$ cat src/arcw_defs.vh
// Behaviour
// - Two comparators; configuration words reset to zero.
// - Threshold in bits 27:16 compared to result.
// - Bits 5:3 pick group A/B slot 0-3.
// - Condition 0 counts result below threshold.
// - Condition 1 counts result at/above threshold.
// - Flag set when counter reaches limit plus one.
// - Compare only when enabled, on each load.
// - Flag with irq enable and its mask bit set raises interrupt request.
// - Reserved configuration bits read zero, no function.
// - Status word flags at bits 7:6, offset b4.
`ifndef ARCW_DEFS_VH
`define ARCW_DEFS_VH
`define ARCW_ADDR_W        8
`define ARCW_OFF_CFG0      8'ha8
`define ARCW_OFF_CFG1      8'hac
`define ARCW_OFF_STATUS    8'hb4
`define ARCW_OFF_MASK      8'hb8
`define ARCW_CFG_RESET     32'h00000000
`define ARCW_CFG_WMASK     32'h0fff0f3f
`define ARCW_THR_HI        27
`define ARCW_THR_LO        16
`define ARCW_CNT_HI        11
`define ARCW_CNT_LO        8
`define ARCW_SEL_HI        5
`define ARCW_SEL_LO        3
`define ARCW_COND_BIT      2
`define ARCW_IE_BIT        1
`define ARCW_EN_BIT        0
`define ARCW_GRP_BIT       2
`define ARCW_ST_FLAG0      6
`define ARCW_ST_FLAG1      7
`define ARCW_ST_DONE_HI    3
`define ARCW_ST_DONE_LO    0
`endif

$ cat src/arcw_comparator.v
`timescale 1ns/1ns
`include "arcw_defs.vh"
module arcw_comparator (
  input  wire        clock,
  input  wire        rst_n,
  input  wire [31:0] cfg,
  input  wire [3:0]  load_a,
  input  wire [3:0]  load_b,
  input  wire [47:0] res_a,
  input  wire [47:0] res_b,
  output reg         hit
);
  reg  [4:0]  count_q;
  wire [2:0]  sel    = cfg[`ARCW_SEL_HI:`ARCW_SEL_LO];
  wire [1:0]  slot   = sel[1:0];
  wire        grp_b  = sel[`ARCW_GRP_BIT];
  wire [11:0] thr    = cfg[`ARCW_THR_HI:`ARCW_THR_LO];
  wire [11:0] result = grp_b ? res_b[slot*12 +: 12] : res_a[slot*12 +: 12];
  wire        loaded = grp_b ? load_b[slot] : load_a[slot];
  wire        below  = result < thr;
  wire        match  = cfg[`ARCW_COND_BIT] ? !below : below;
  wire [4:0]  limit  = {1'b0, cfg[`ARCW_CNT_HI:`ARCW_CNT_LO]} + 5'h01;
  wire [4:0]  next   = count_q + 5'h01;
  always @(posedge clock) begin
    hit <= 1'b0;
    if (!rst_n) begin
      count_q <= 5'h00;
    end else if (!cfg[`ARCW_EN_BIT]) begin
      count_q <= 5'h00;
    end else if (loaded && match) begin
      if (next >= limit) begin
        hit     <= 1'b1;
        count_q <= 5'h00;
      end else begin
        count_q <= next;
      end
    end
  end
endmodule

$ cat src/arcw_window_compare.v
// Decided for this implementation: the Avalon-MM register port.
`timescale 1ns/1ns
`include "arcw_defs.vh"
module arcw_window_compare (
  input  wire                    clock,
  input  wire                    rst_n,
  input  wire [`ARCW_ADDR_W-1:0] avs_address,
  input  wire                    avs_read,
  input  wire                    avs_write,
  input  wire [31:0]             avs_writedata,
  input  wire [3:0]              avs_byteenable,
  output reg  [31:0]             avs_readdata,
  output reg                     avs_waitrequest,
  output reg  [1:0]              avs_response,
  input  wire [3:0]              load_a,
  input  wire [3:0]              load_b,
  input  wire [47:0]             res_a,
  input  wire [47:0]             res_b,
  input  wire [3:0]              conv_done,
  output reg                     irq
);
  reg  [31:0] cfg0_q;
  reg  [31:0] cfg1_q;
  reg  [1:0]  flag_q;
  reg  [1:0]  mask_q;
  reg         ack_q;
  wire        hit0;
  wire        hit1;
  wire [31:0] be_mask = {{8{avs_byteenable[3]}}, {8{avs_byteenable[2]}},
                         {8{avs_byteenable[1]}}, {8{avs_byteenable[0]}}};
  wire        req     = (avs_read || avs_write) && !ack_q;
  // A write lands at the edge where the master sees waitrequest low, never before it.
  wire        wr      = avs_write && ack_q;
  wire [31:0] wdata   = avs_writedata & be_mask;
  wire [1:0]  hits    = {hit1, hit0};
  wire [1:0]  clr     = (wr && avs_address == `ARCW_OFF_STATUS) ?
                        wdata[`ARCW_ST_FLAG1:`ARCW_ST_FLAG0] : 2'h0;
  wire [1:0]  irq_en  = {cfg1_q[`ARCW_IE_BIT], cfg0_q[`ARCW_IE_BIT]};
  wire        irq_d   = |(flag_q & irq_en & mask_q);

  function [31:0] merge;
    input [31:0] old;
    input [31:0] nw;
    input [31:0] be;
    begin
      merge = ((old & ~be) | (nw & be)) & `ARCW_CFG_WMASK;
    end
  endfunction

  arcw_comparator u_cmp0 (
    .clock  (clock),
    .rst_n  (rst_n),
    .cfg    (cfg0_q),
    .load_a (load_a),
    .load_b (load_b),
    .res_a  (res_a),
    .res_b  (res_b),
    .hit    (hit0)
  );

  arcw_comparator u_cmp1 (
    .clock  (clock),
    .rst_n  (rst_n),
    .cfg    (cfg1_q),
    .load_a (load_a),
    .load_b (load_b),
    .res_a  (res_a),
    .res_b  (res_b),
    .hit    (hit1)
  );

  // One wait cycle per access keeps readdata a plain flop.
  always @(posedge clock) begin
    if (!rst_n) begin
      cfg0_q          <= `ARCW_CFG_RESET;
      cfg1_q          <= `ARCW_CFG_RESET;
      flag_q          <= 2'h0;
      mask_q          <= 2'h0;
      ack_q           <= 1'b0;
      avs_readdata    <= 32'h00000000;
      avs_waitrequest <= 1'b1;
      avs_response    <= 2'h0;
      irq             <= 1'b0;
    end else begin
      ack_q           <= req;
      avs_waitrequest <= !req;
      irq             <= irq_d;
      // A hit in the same cycle as a clear keeps the flag set.
      flag_q <= (flag_q & ~clr) | hits;
      if (wr && avs_address == `ARCW_OFF_CFG0) begin
        cfg0_q <= merge(cfg0_q, avs_writedata, be_mask);
      end
      if (wr && avs_address == `ARCW_OFF_CFG1) begin
        cfg1_q <= merge(cfg1_q, avs_writedata, be_mask);
      end
      if (wr && avs_address == `ARCW_OFF_MASK) begin
        mask_q <= wdata[1:0];
      end
      if (req) begin
        avs_readdata <= 32'h00000000;
        avs_response <= 2'h0;
        case (avs_address)
          `ARCW_OFF_CFG0: avs_readdata <= cfg0_q;
          `ARCW_OFF_CFG1: avs_readdata <= cfg1_q;
          `ARCW_OFF_STATUS: begin
            avs_readdata[`ARCW_ST_FLAG1:`ARCW_ST_FLAG0]     <= flag_q;
            avs_readdata[`ARCW_ST_DONE_HI:`ARCW_ST_DONE_LO] <= conv_done;
          end
          `ARCW_OFF_MASK: avs_readdata[1:0] <= mask_q;
          default: avs_response <= 2'h3;
        endcase
      end
    end
  end
endmodule

$ cat config.mk
export PLATFORM = sky130hd
export DESIGN_NAME = arcw_window_compare
export DESIGN_NICKNAME = d
export VERILOG_FILES = /design/src/arcw_comparator.v /design/src/arcw_window_compare.v
export VERILOG_INCLUDE_DIRS = /design/src
export SDC_FILE = /design/constraint.sdc
export NUM_CORES = 1
export LEC_CHECK = 0
export BUFFER_PORTS_ARGS = -buffer_cell sky130_fd_sc_hd__buf_2
export CAP_MARGIN = 20
export CORE_MARGIN = 5
export CORE_UTILIZATION = 55
export DETAILED_ROUTE_END_ITERATION = 16
export PLACE_DENSITY = 0.82
export REMOVE_ABC_BUFFERS = 1
export SLEW_MARGIN = 20
export SYNTH_ARGS = -nofsm -noshare
export SYNTH_HDL_FRONTEND = slang
export SYNTH_SLANG_ARGS = --single-unit
$ cat constraint.sdc
create_clock -name clock -period 6.1 [get_ports clock]
set_input_delay 0.915 -clock clock [delete_from_list [all_inputs] [get_ports clock]]
set_output_delay 0.915 -clock clock [all_outputs]
set_load 0.02 [all_outputs]
Word level (Yosys, flattened, before mapping)
Cells that the tools add are included.
{"block": "totals", "reg_bits": 97, "inputBits": 156, "out_inout_bits": 36, "word_cells": 88}
{"block": "op_classes", "add_sub_neg": 4, "mul": 2, "order_cmp": 6, "eq_ne": 4, "shifts": 4, "n_mux": 25, "bitwise": 11, "n_reduce_logical": 19}
{"op": "variable part select 48 x 7 -> 12 bit", "count": 4}
{"op": "bitwise AND 28 bit", "count": 3}
{"op": "OR 28 bit", "count": 2}
{"op": "case mux 20 bit (2 select lines)", "count": 1}
{"op": "== test 8 bit (second input constant)", "count": 4}
{"op": "inverter 28 bit", "count": 1}
{"op": "less-than comparator 12 bit", "count": 2}
{"op": "2-to-1 mux 12 bit", "count": 2}
{"op": "adder 4 x 1 -> 5 bit (second input constant)", "count": 2}
{"op": "adder 5 x 1 -> 5 bit (second input constant)", "count": 2}
{"op": "greater-or-equal comparator 5 bit", "count": 2}
{"op": "2-to-1 mux 1 bit", "count": 10}
{"op": "2-to-1 mux 5 bit", "count": 2}
{"op": "binary-select mux 1 bit (select 2 bit)", "count": 4}
{"op": "logical AND 1 bit", "count": 8}
{"op": "multiplier 2 x 2 -> 4 bit (second input constant)", "count": 2}
{"op": "case mux 2 bit (4 select lines)", "count": 1}
{"op": "bitwise AND 2 bit", "count": 3}
{"op": "less-than comparator 2 x 3 -> 1 bit (second input constant)", "count": 2}
{"op": "2-to-1 mux 2 bit", "count": 3}
{"op": "case mux 2 bit (3 select lines)", "count": 1}
{"op": "AND reduction 3 bit", "count": 2}
{"op": "logical NOT 1 bit", "count": 4}
{"op": "case mux 2 bit (2 select lines)", "count": 1}
{"op": "other kinds (6)", "count": 7}

Depth between registers and ports, before layout
{"block": "logic_depth", "word_depth": 8, "ltp_mapped": 11, "ltp_nobuf": 9}

Cells and area by module
From an unflattened synthesis, not the netlist that was laid out.
{"block": "unflattened", "hier_cells": 608, "hier_area_um2": 6288.5}
{"mod": "arcw_window_compare", "n_inst": 1, "cells_each": 326, "area_per_inst_um2": 3183.1, "seq_area_each_um2": 1521.5}
{"mod": "arcw_comparator", "n_inst": 2, "cells_each": 141, "area_per_inst_um2": 1552.7, "seq_area_each_um2": 120.1}

Worst setup path after synthesis
Ideal clock, no wire load.
{"block": "synth_timing", "kind": "input port to flip-flop", "startpoint": "input res_b[45]", "endpoint": "register u_cmp1.count_q[2]", "setup_time_ns": 0.088, "t_arrival_ns": 3.156, "required_ns": 6.012, "path_slack_ns": 2.856, "path_stages": 9, "n_path_buf": 0, "path_cell_list": "mux4_2 > mux2_2 > ha_1 > a21o_1 > a21o_1 > a221oi_1 > and4b_4 > nor2_4 > o32ai_2"}
{"block": "synth_via", "elab_chain_cells": 6}
{"element": "start: declaration", "line": "arcw_window_compare.v:18", "text": "input wire [47:0] res_b,"}
{"element": "variable part select 48 x 7 -> 12 bit *", "line": "arcw_comparator.v:18", "text": "wire [11:0] result = grp_b ? res_b[slot*12 +: 12] : res_a[slot*12 +: 12];"}
{"element": "2-to-1 mux 12 bit *", "line": "arcw_comparator.v:18"}
{"element": "less-than comparator 12 bit *", "line": "arcw_comparator.v:20", "text": "wire below = result < thr;"}
{"element": "logical NOT 1 bit", "line": "arcw_comparator.v:21", "text": "wire match = cfg[`ARCW_COND_BIT] ? !below : below;"}
{"element": "2-to-1 mux 1 bit *", "line": "arcw_comparator.v:21"}
{"element": "logical AND 1 bit *", "line": "arcw_comparator.v:30", "text": "end else if (loaded && match) begin"}
{"element": "end signal: assignment", "line": "arcw_comparator.v:35", "text": "count_q <= next;"}
{"element": "end: declaration", "line": "arcw_comparator.v:13", "text": "reg [4:0] count_q;"}
Every way passes the cells marked *; elsewhere a longest branch is shown, timed or not.
A chain may end at the register's enable or synchronous reset.

==> results by group <==
CTS
  – Total clock buffers created by CTS: 9
  – Bufs on Longest Clock Path: 2
  – Total of cells resized after clock tree synthesis: 0
  – Clock transition at the register clock pins on the worst setup and hold paths after CTS: roughly 0.090 ns
  – Number of setup buffers added after CTS: 0
  – Clock tree from TritonCTS: built
  – # hold bufs at CTS: 0
  – Root Buffer: sky130_fd_sc_hd__clkbuf_8
  – CTS H-tree depth: 3
  – CTS sink cnt: 88
  – Clk Latency, worst-skew pair: 0.36 ns

Pwr
  – Switching pwr: 0.288 mW
  – Leakage component of the power: 2.95 nW
  – Internal power: 0.900 mW
  – Combinational power share: 0.133
  – Share of total power consumed by net switching: 0.242
  – Worst ir drop on vdd: between 0.1 and 0.15 mV
  – Areal power density over the cells: 166 mW/mm^2
  – Final Power: 1.19 mW
  – Share of power burned in registers: 0.487
  – Fraction of power consumed by the clock network: 0.380

Logic synthesis
  – Top-area cell type share of the netlist area: 0.290
  – FFs w/ async S/R, synth: 0
  – Syn Inst Count: 595
  – Share of synthesized area occupied by flip-flops and latches: 0.290
  – Area of the mapped netlist: 0.00607 mm^2
  – Mapped Avg Cell Area: 10.2 um^2
  – Cell types with the largest area share after synthesis: sky130_fd_sc_hd__dfxtp_1 29%, sky130_fd_sc_hd__mux4_2 19%, sky130_fd_sc_hd__mux2i_1 8.3%
  – Most frequently used flop master after synthesis: sky130_fd_sc_hd__dfxtp_1
  – Leading area contributor after synthesis: sky130_fd_sc_hd__dfxtp_1
  – Synth Register Bits: 88
  – Number of flops mapped to enable cells by yosys: 0
  – Synth Warn #: 0
  – Library cells used by synthesis: 50

Critical path
  – Max FO, Critical Path: 28
  – Worst reg2reg endpoint: u_cmp0.count_q[2]
  – Worst R2R Setup Slack: around 2.3 ns
  – Crit path capture: u_cmp0.count_q[2]
  – Startpoint-to-endpoint class of the critical path: reg -> reg
  – Req. time, crit path: roughly 6.4 ns
  – Element type at the critical path end: flip-flop
  – Number of cells traversed by the worst register-to-register path: 9
  – Data arrival, critical path: around 4.1 ns
  – Startpoint class of the critical path: flip-flop

Global routing
  – Global-route wire length before repair: roughly 27 mm
  – Maximum number of pins on one net before global-route repair: 48
  – Global-route congestion overflow total: 0
  – Global router's overall resource usage: 0.259
  – Antenna violations before repair: 1
  – Vias in the first global route: 5,604

Timing
  – Final Hold Vio Count: 0
  – Unrepaired setup endpoints after global routing: false
  – Post-Route Setup TNS: 0 ns
  – Share of the clock period used by the worst path: 0.628
  – Final setup violating endpoints: 0
  – Worst slew pin tran: 0.980 ns
  – Slew HR: 0.346
  – Final critical path time including I/O delays and setup: 3.83 ns
  – Worst Skew: between 0.007 and 0.008 ns
  – Total count of max-transition violations in the final report: 0
  – F_max: roughly 260 MHz

Die
  – Top-level port count: 192
  – Area of the core region: 0.0108 mm^2
  – Die H: 115 um
  – Starting utilization of the core area: 0.560
  – Number of core rows: 38
  – Die outline width: 115 um
  – Die Area: between 0.01 and 0.015 mm^2

Route
  – Number of detailed-routing iterations run before antenna repair: 5
  – Final Routed Wirelength: 17.6 mm
  – ANT nets after route: 0
  – Via count: 5,465
  – Vias/cell: 6.15
  – Post-route DRC violation count: 0
  – Average routed wire per standard cell: 19.7 um
  – Iter 0 DRT Violations: 546

Hold path
  – Beginning of the worst hold path: u_cmp0.hit
  – Type of the tightest min-delay check: reg -> reg

Placement
  – Weighted congestion reported at the end of routability-driven placement: 0.867
  – Count of port buffers added during placement: 175
  – Cell count after placement: 872
  – Half-perimeter wire length after detailed placement: 13.5 mm

Cells and area
  – Non-Filler Instances: 889
  – Fraction of final layout cells sized beyond drive strength 1: 0.381
  – Synth-to-Final Area Change: 18.3%
  – Post-layout net count: 935
  – Number of fill cells in the layout: 878

Flow run
  – MaxCap Viol Count: 0

Outcome
  – Result of the run: complete, no violations
-- cell usage in the layout (no fill, tap or decap), drive strengths merged, types with 4 or more instances in the layout --
master and count:
buf 180, dfxtp 88, mux2i 50, inv 32, nor2 47, mux2 24, and2 7, clkbuf 12
nand2 46, a222oi 4, a21o 8, xnor2 6, a22oi 18, and4 7, xor2 4, o21ai 28
a21oi 18, ha 36, mux4 52, conb 8, nand3 28, and4b 5
-- cell usage after synthesis, types with 6 or more instances --
| library cell | number |
|---|---|
| sky130_fd_sc_hd__a21o_1 | 8 |
| sky130_fd_sc_hd__a21oi_1 | 16 |
| sky130_fd_sc_hd__a22oi_1 | 18 |
| sky130_fd_sc_hd__and2_1 | 7 |
| sky130_fd_sc_hd__and4_1 | 7 |
| sky130_fd_sc_hd__buf_2 | 10 |
| sky130_fd_sc_hd__buf_4 | 9 |
| sky130_fd_sc_hd__clkbuf_1 | 23 |
| sky130_fd_sc_hd__dfxtp_1 | 88 |
| sky130_fd_sc_hd__ha_1 | 36 |
| sky130_fd_sc_hd__inv_1 | 32 |
| sky130_fd_sc_hd__mux2_2 | 24 |
| sky130_fd_sc_hd__mux2i_1 | 50 |
| sky130_fd_sc_hd__mux4_2 | 50 |
| sky130_fd_sc_hd__nand2_1 | 46 |
| sky130_fd_sc_hd__nand3_1 | 28 |
| sky130_fd_sc_hd__nor2_1 | 45 |
| sky130_fd_sc_hd__o21ai_0 | 26 |
| sky130_fd_sc_hd__xnor2_1 | 6 |
-- critical path: stages (launching register included) --
cell	delay [ns]
sky130_fd_sc_hd__dfxtp_2	0.93
sky130_fd_sc_hd__mux4_2	0.60
sky130_fd_sc_hd__mux2_2	0.29
sky130_fd_sc_hd__ha_1	0.29
sky130_fd_sc_hd__a21o_1	0.16
sky130_fd_sc_hd__a21o_1	0.17
sky130_fd_sc_hd__a221oi_1	0.59
sky130_fd_sc_hd__and4b_4	0.37
sky130_fd_sc_hd__nor2_4	0.07
sky130_fd_sc_hd__o32ai_2	0.24
-- kinds of logic (layout without fill, tap and decap cells) --
| family | count (synthesis) | count (layout) | synth area share |
|---|---|---|---|
| simple gates | 157 | 157 | 0.131 |
| mux | 126 | 126 | 0.321 |
| compound gates | 95 | 95 | 0.107 |
| flops | 88 | 88 | 0.290 |
| buf+inv | 82 | 228 | 0.0613 |
| fa+ha+maj | 36 | 36 | 0.0743 |
| xor+xnor | 10 | 10 | 0.0144 |
| other cells | 1 | 9 | 0.000618 |
-- final cells by class --
type,instances,area [um^2],area share
inverter,32,120,0.0167
tap,140,175,0.0244
sequential,88,1760,0.246
antenna,1,2.50,0.000349
timing repair buffer,180,913,0.127
clock inverter,4,77.6,0.0108
clock buffer,12,145,0.0202
multi-input combinational,432,3980,0.554
-- metal layers --
| layer | wire (um) | vias to the layer above | global-route usage |
|---|---|---|---|
| met2 | 8850 | 302 | 0.458 |
| met4 | 517 | 0 | 0.115 |
| li1 | - | 2500 | - |
| met1 | 6680 | 2614 | 0.311 |
| met5 | 0 | - | 0 |
| met3 | 1520 | 49 | 0.0395 |
-- power by group through the flow --
stage          clock network (mW)  logic [mW]  registers [mW]
2_1_floorplan                   0      0.0694           0.593
3_3_place_gp                    0       0.145           0.592
3_5_place_dp                    0       0.155           0.592
4_1_cts                     0.461       0.156           0.578
5_1_grt                     0.486       0.169           0.579
6_report                    0.451       0.158           0.578
-- worst min path at each step --
| stage | to | cells past startpoint |
|---|---|---|
| 2_1_floorplan | flag_q[0] | 2 |
| 3_3_place_gp | flag_q[0] | 2 |
| 3_5_place_dp | flag_q[0] | 2 |
| 4_1_cts | flag_q[0] | 2 |
| 5_1_grt | avs_readdata[0] | 1 |
| 6_report | flag_q[0] | 2 |
-- stage by stage --
step	hold WS [ns]	util	setup slack (ns)	area [um^2]
floorplan	0.413	-	2.02	5840
global placement	0.432	0.641	2.32	6950
detailed placement	0.436	0.641	2.22	6950
CTS	0.457	0.661	2.20	7170
global route	0.488	0.662	1.98	7170
finish	0.454	0.662	2.27	7170
Note: power is estimated with default switching activity, not from simulation.
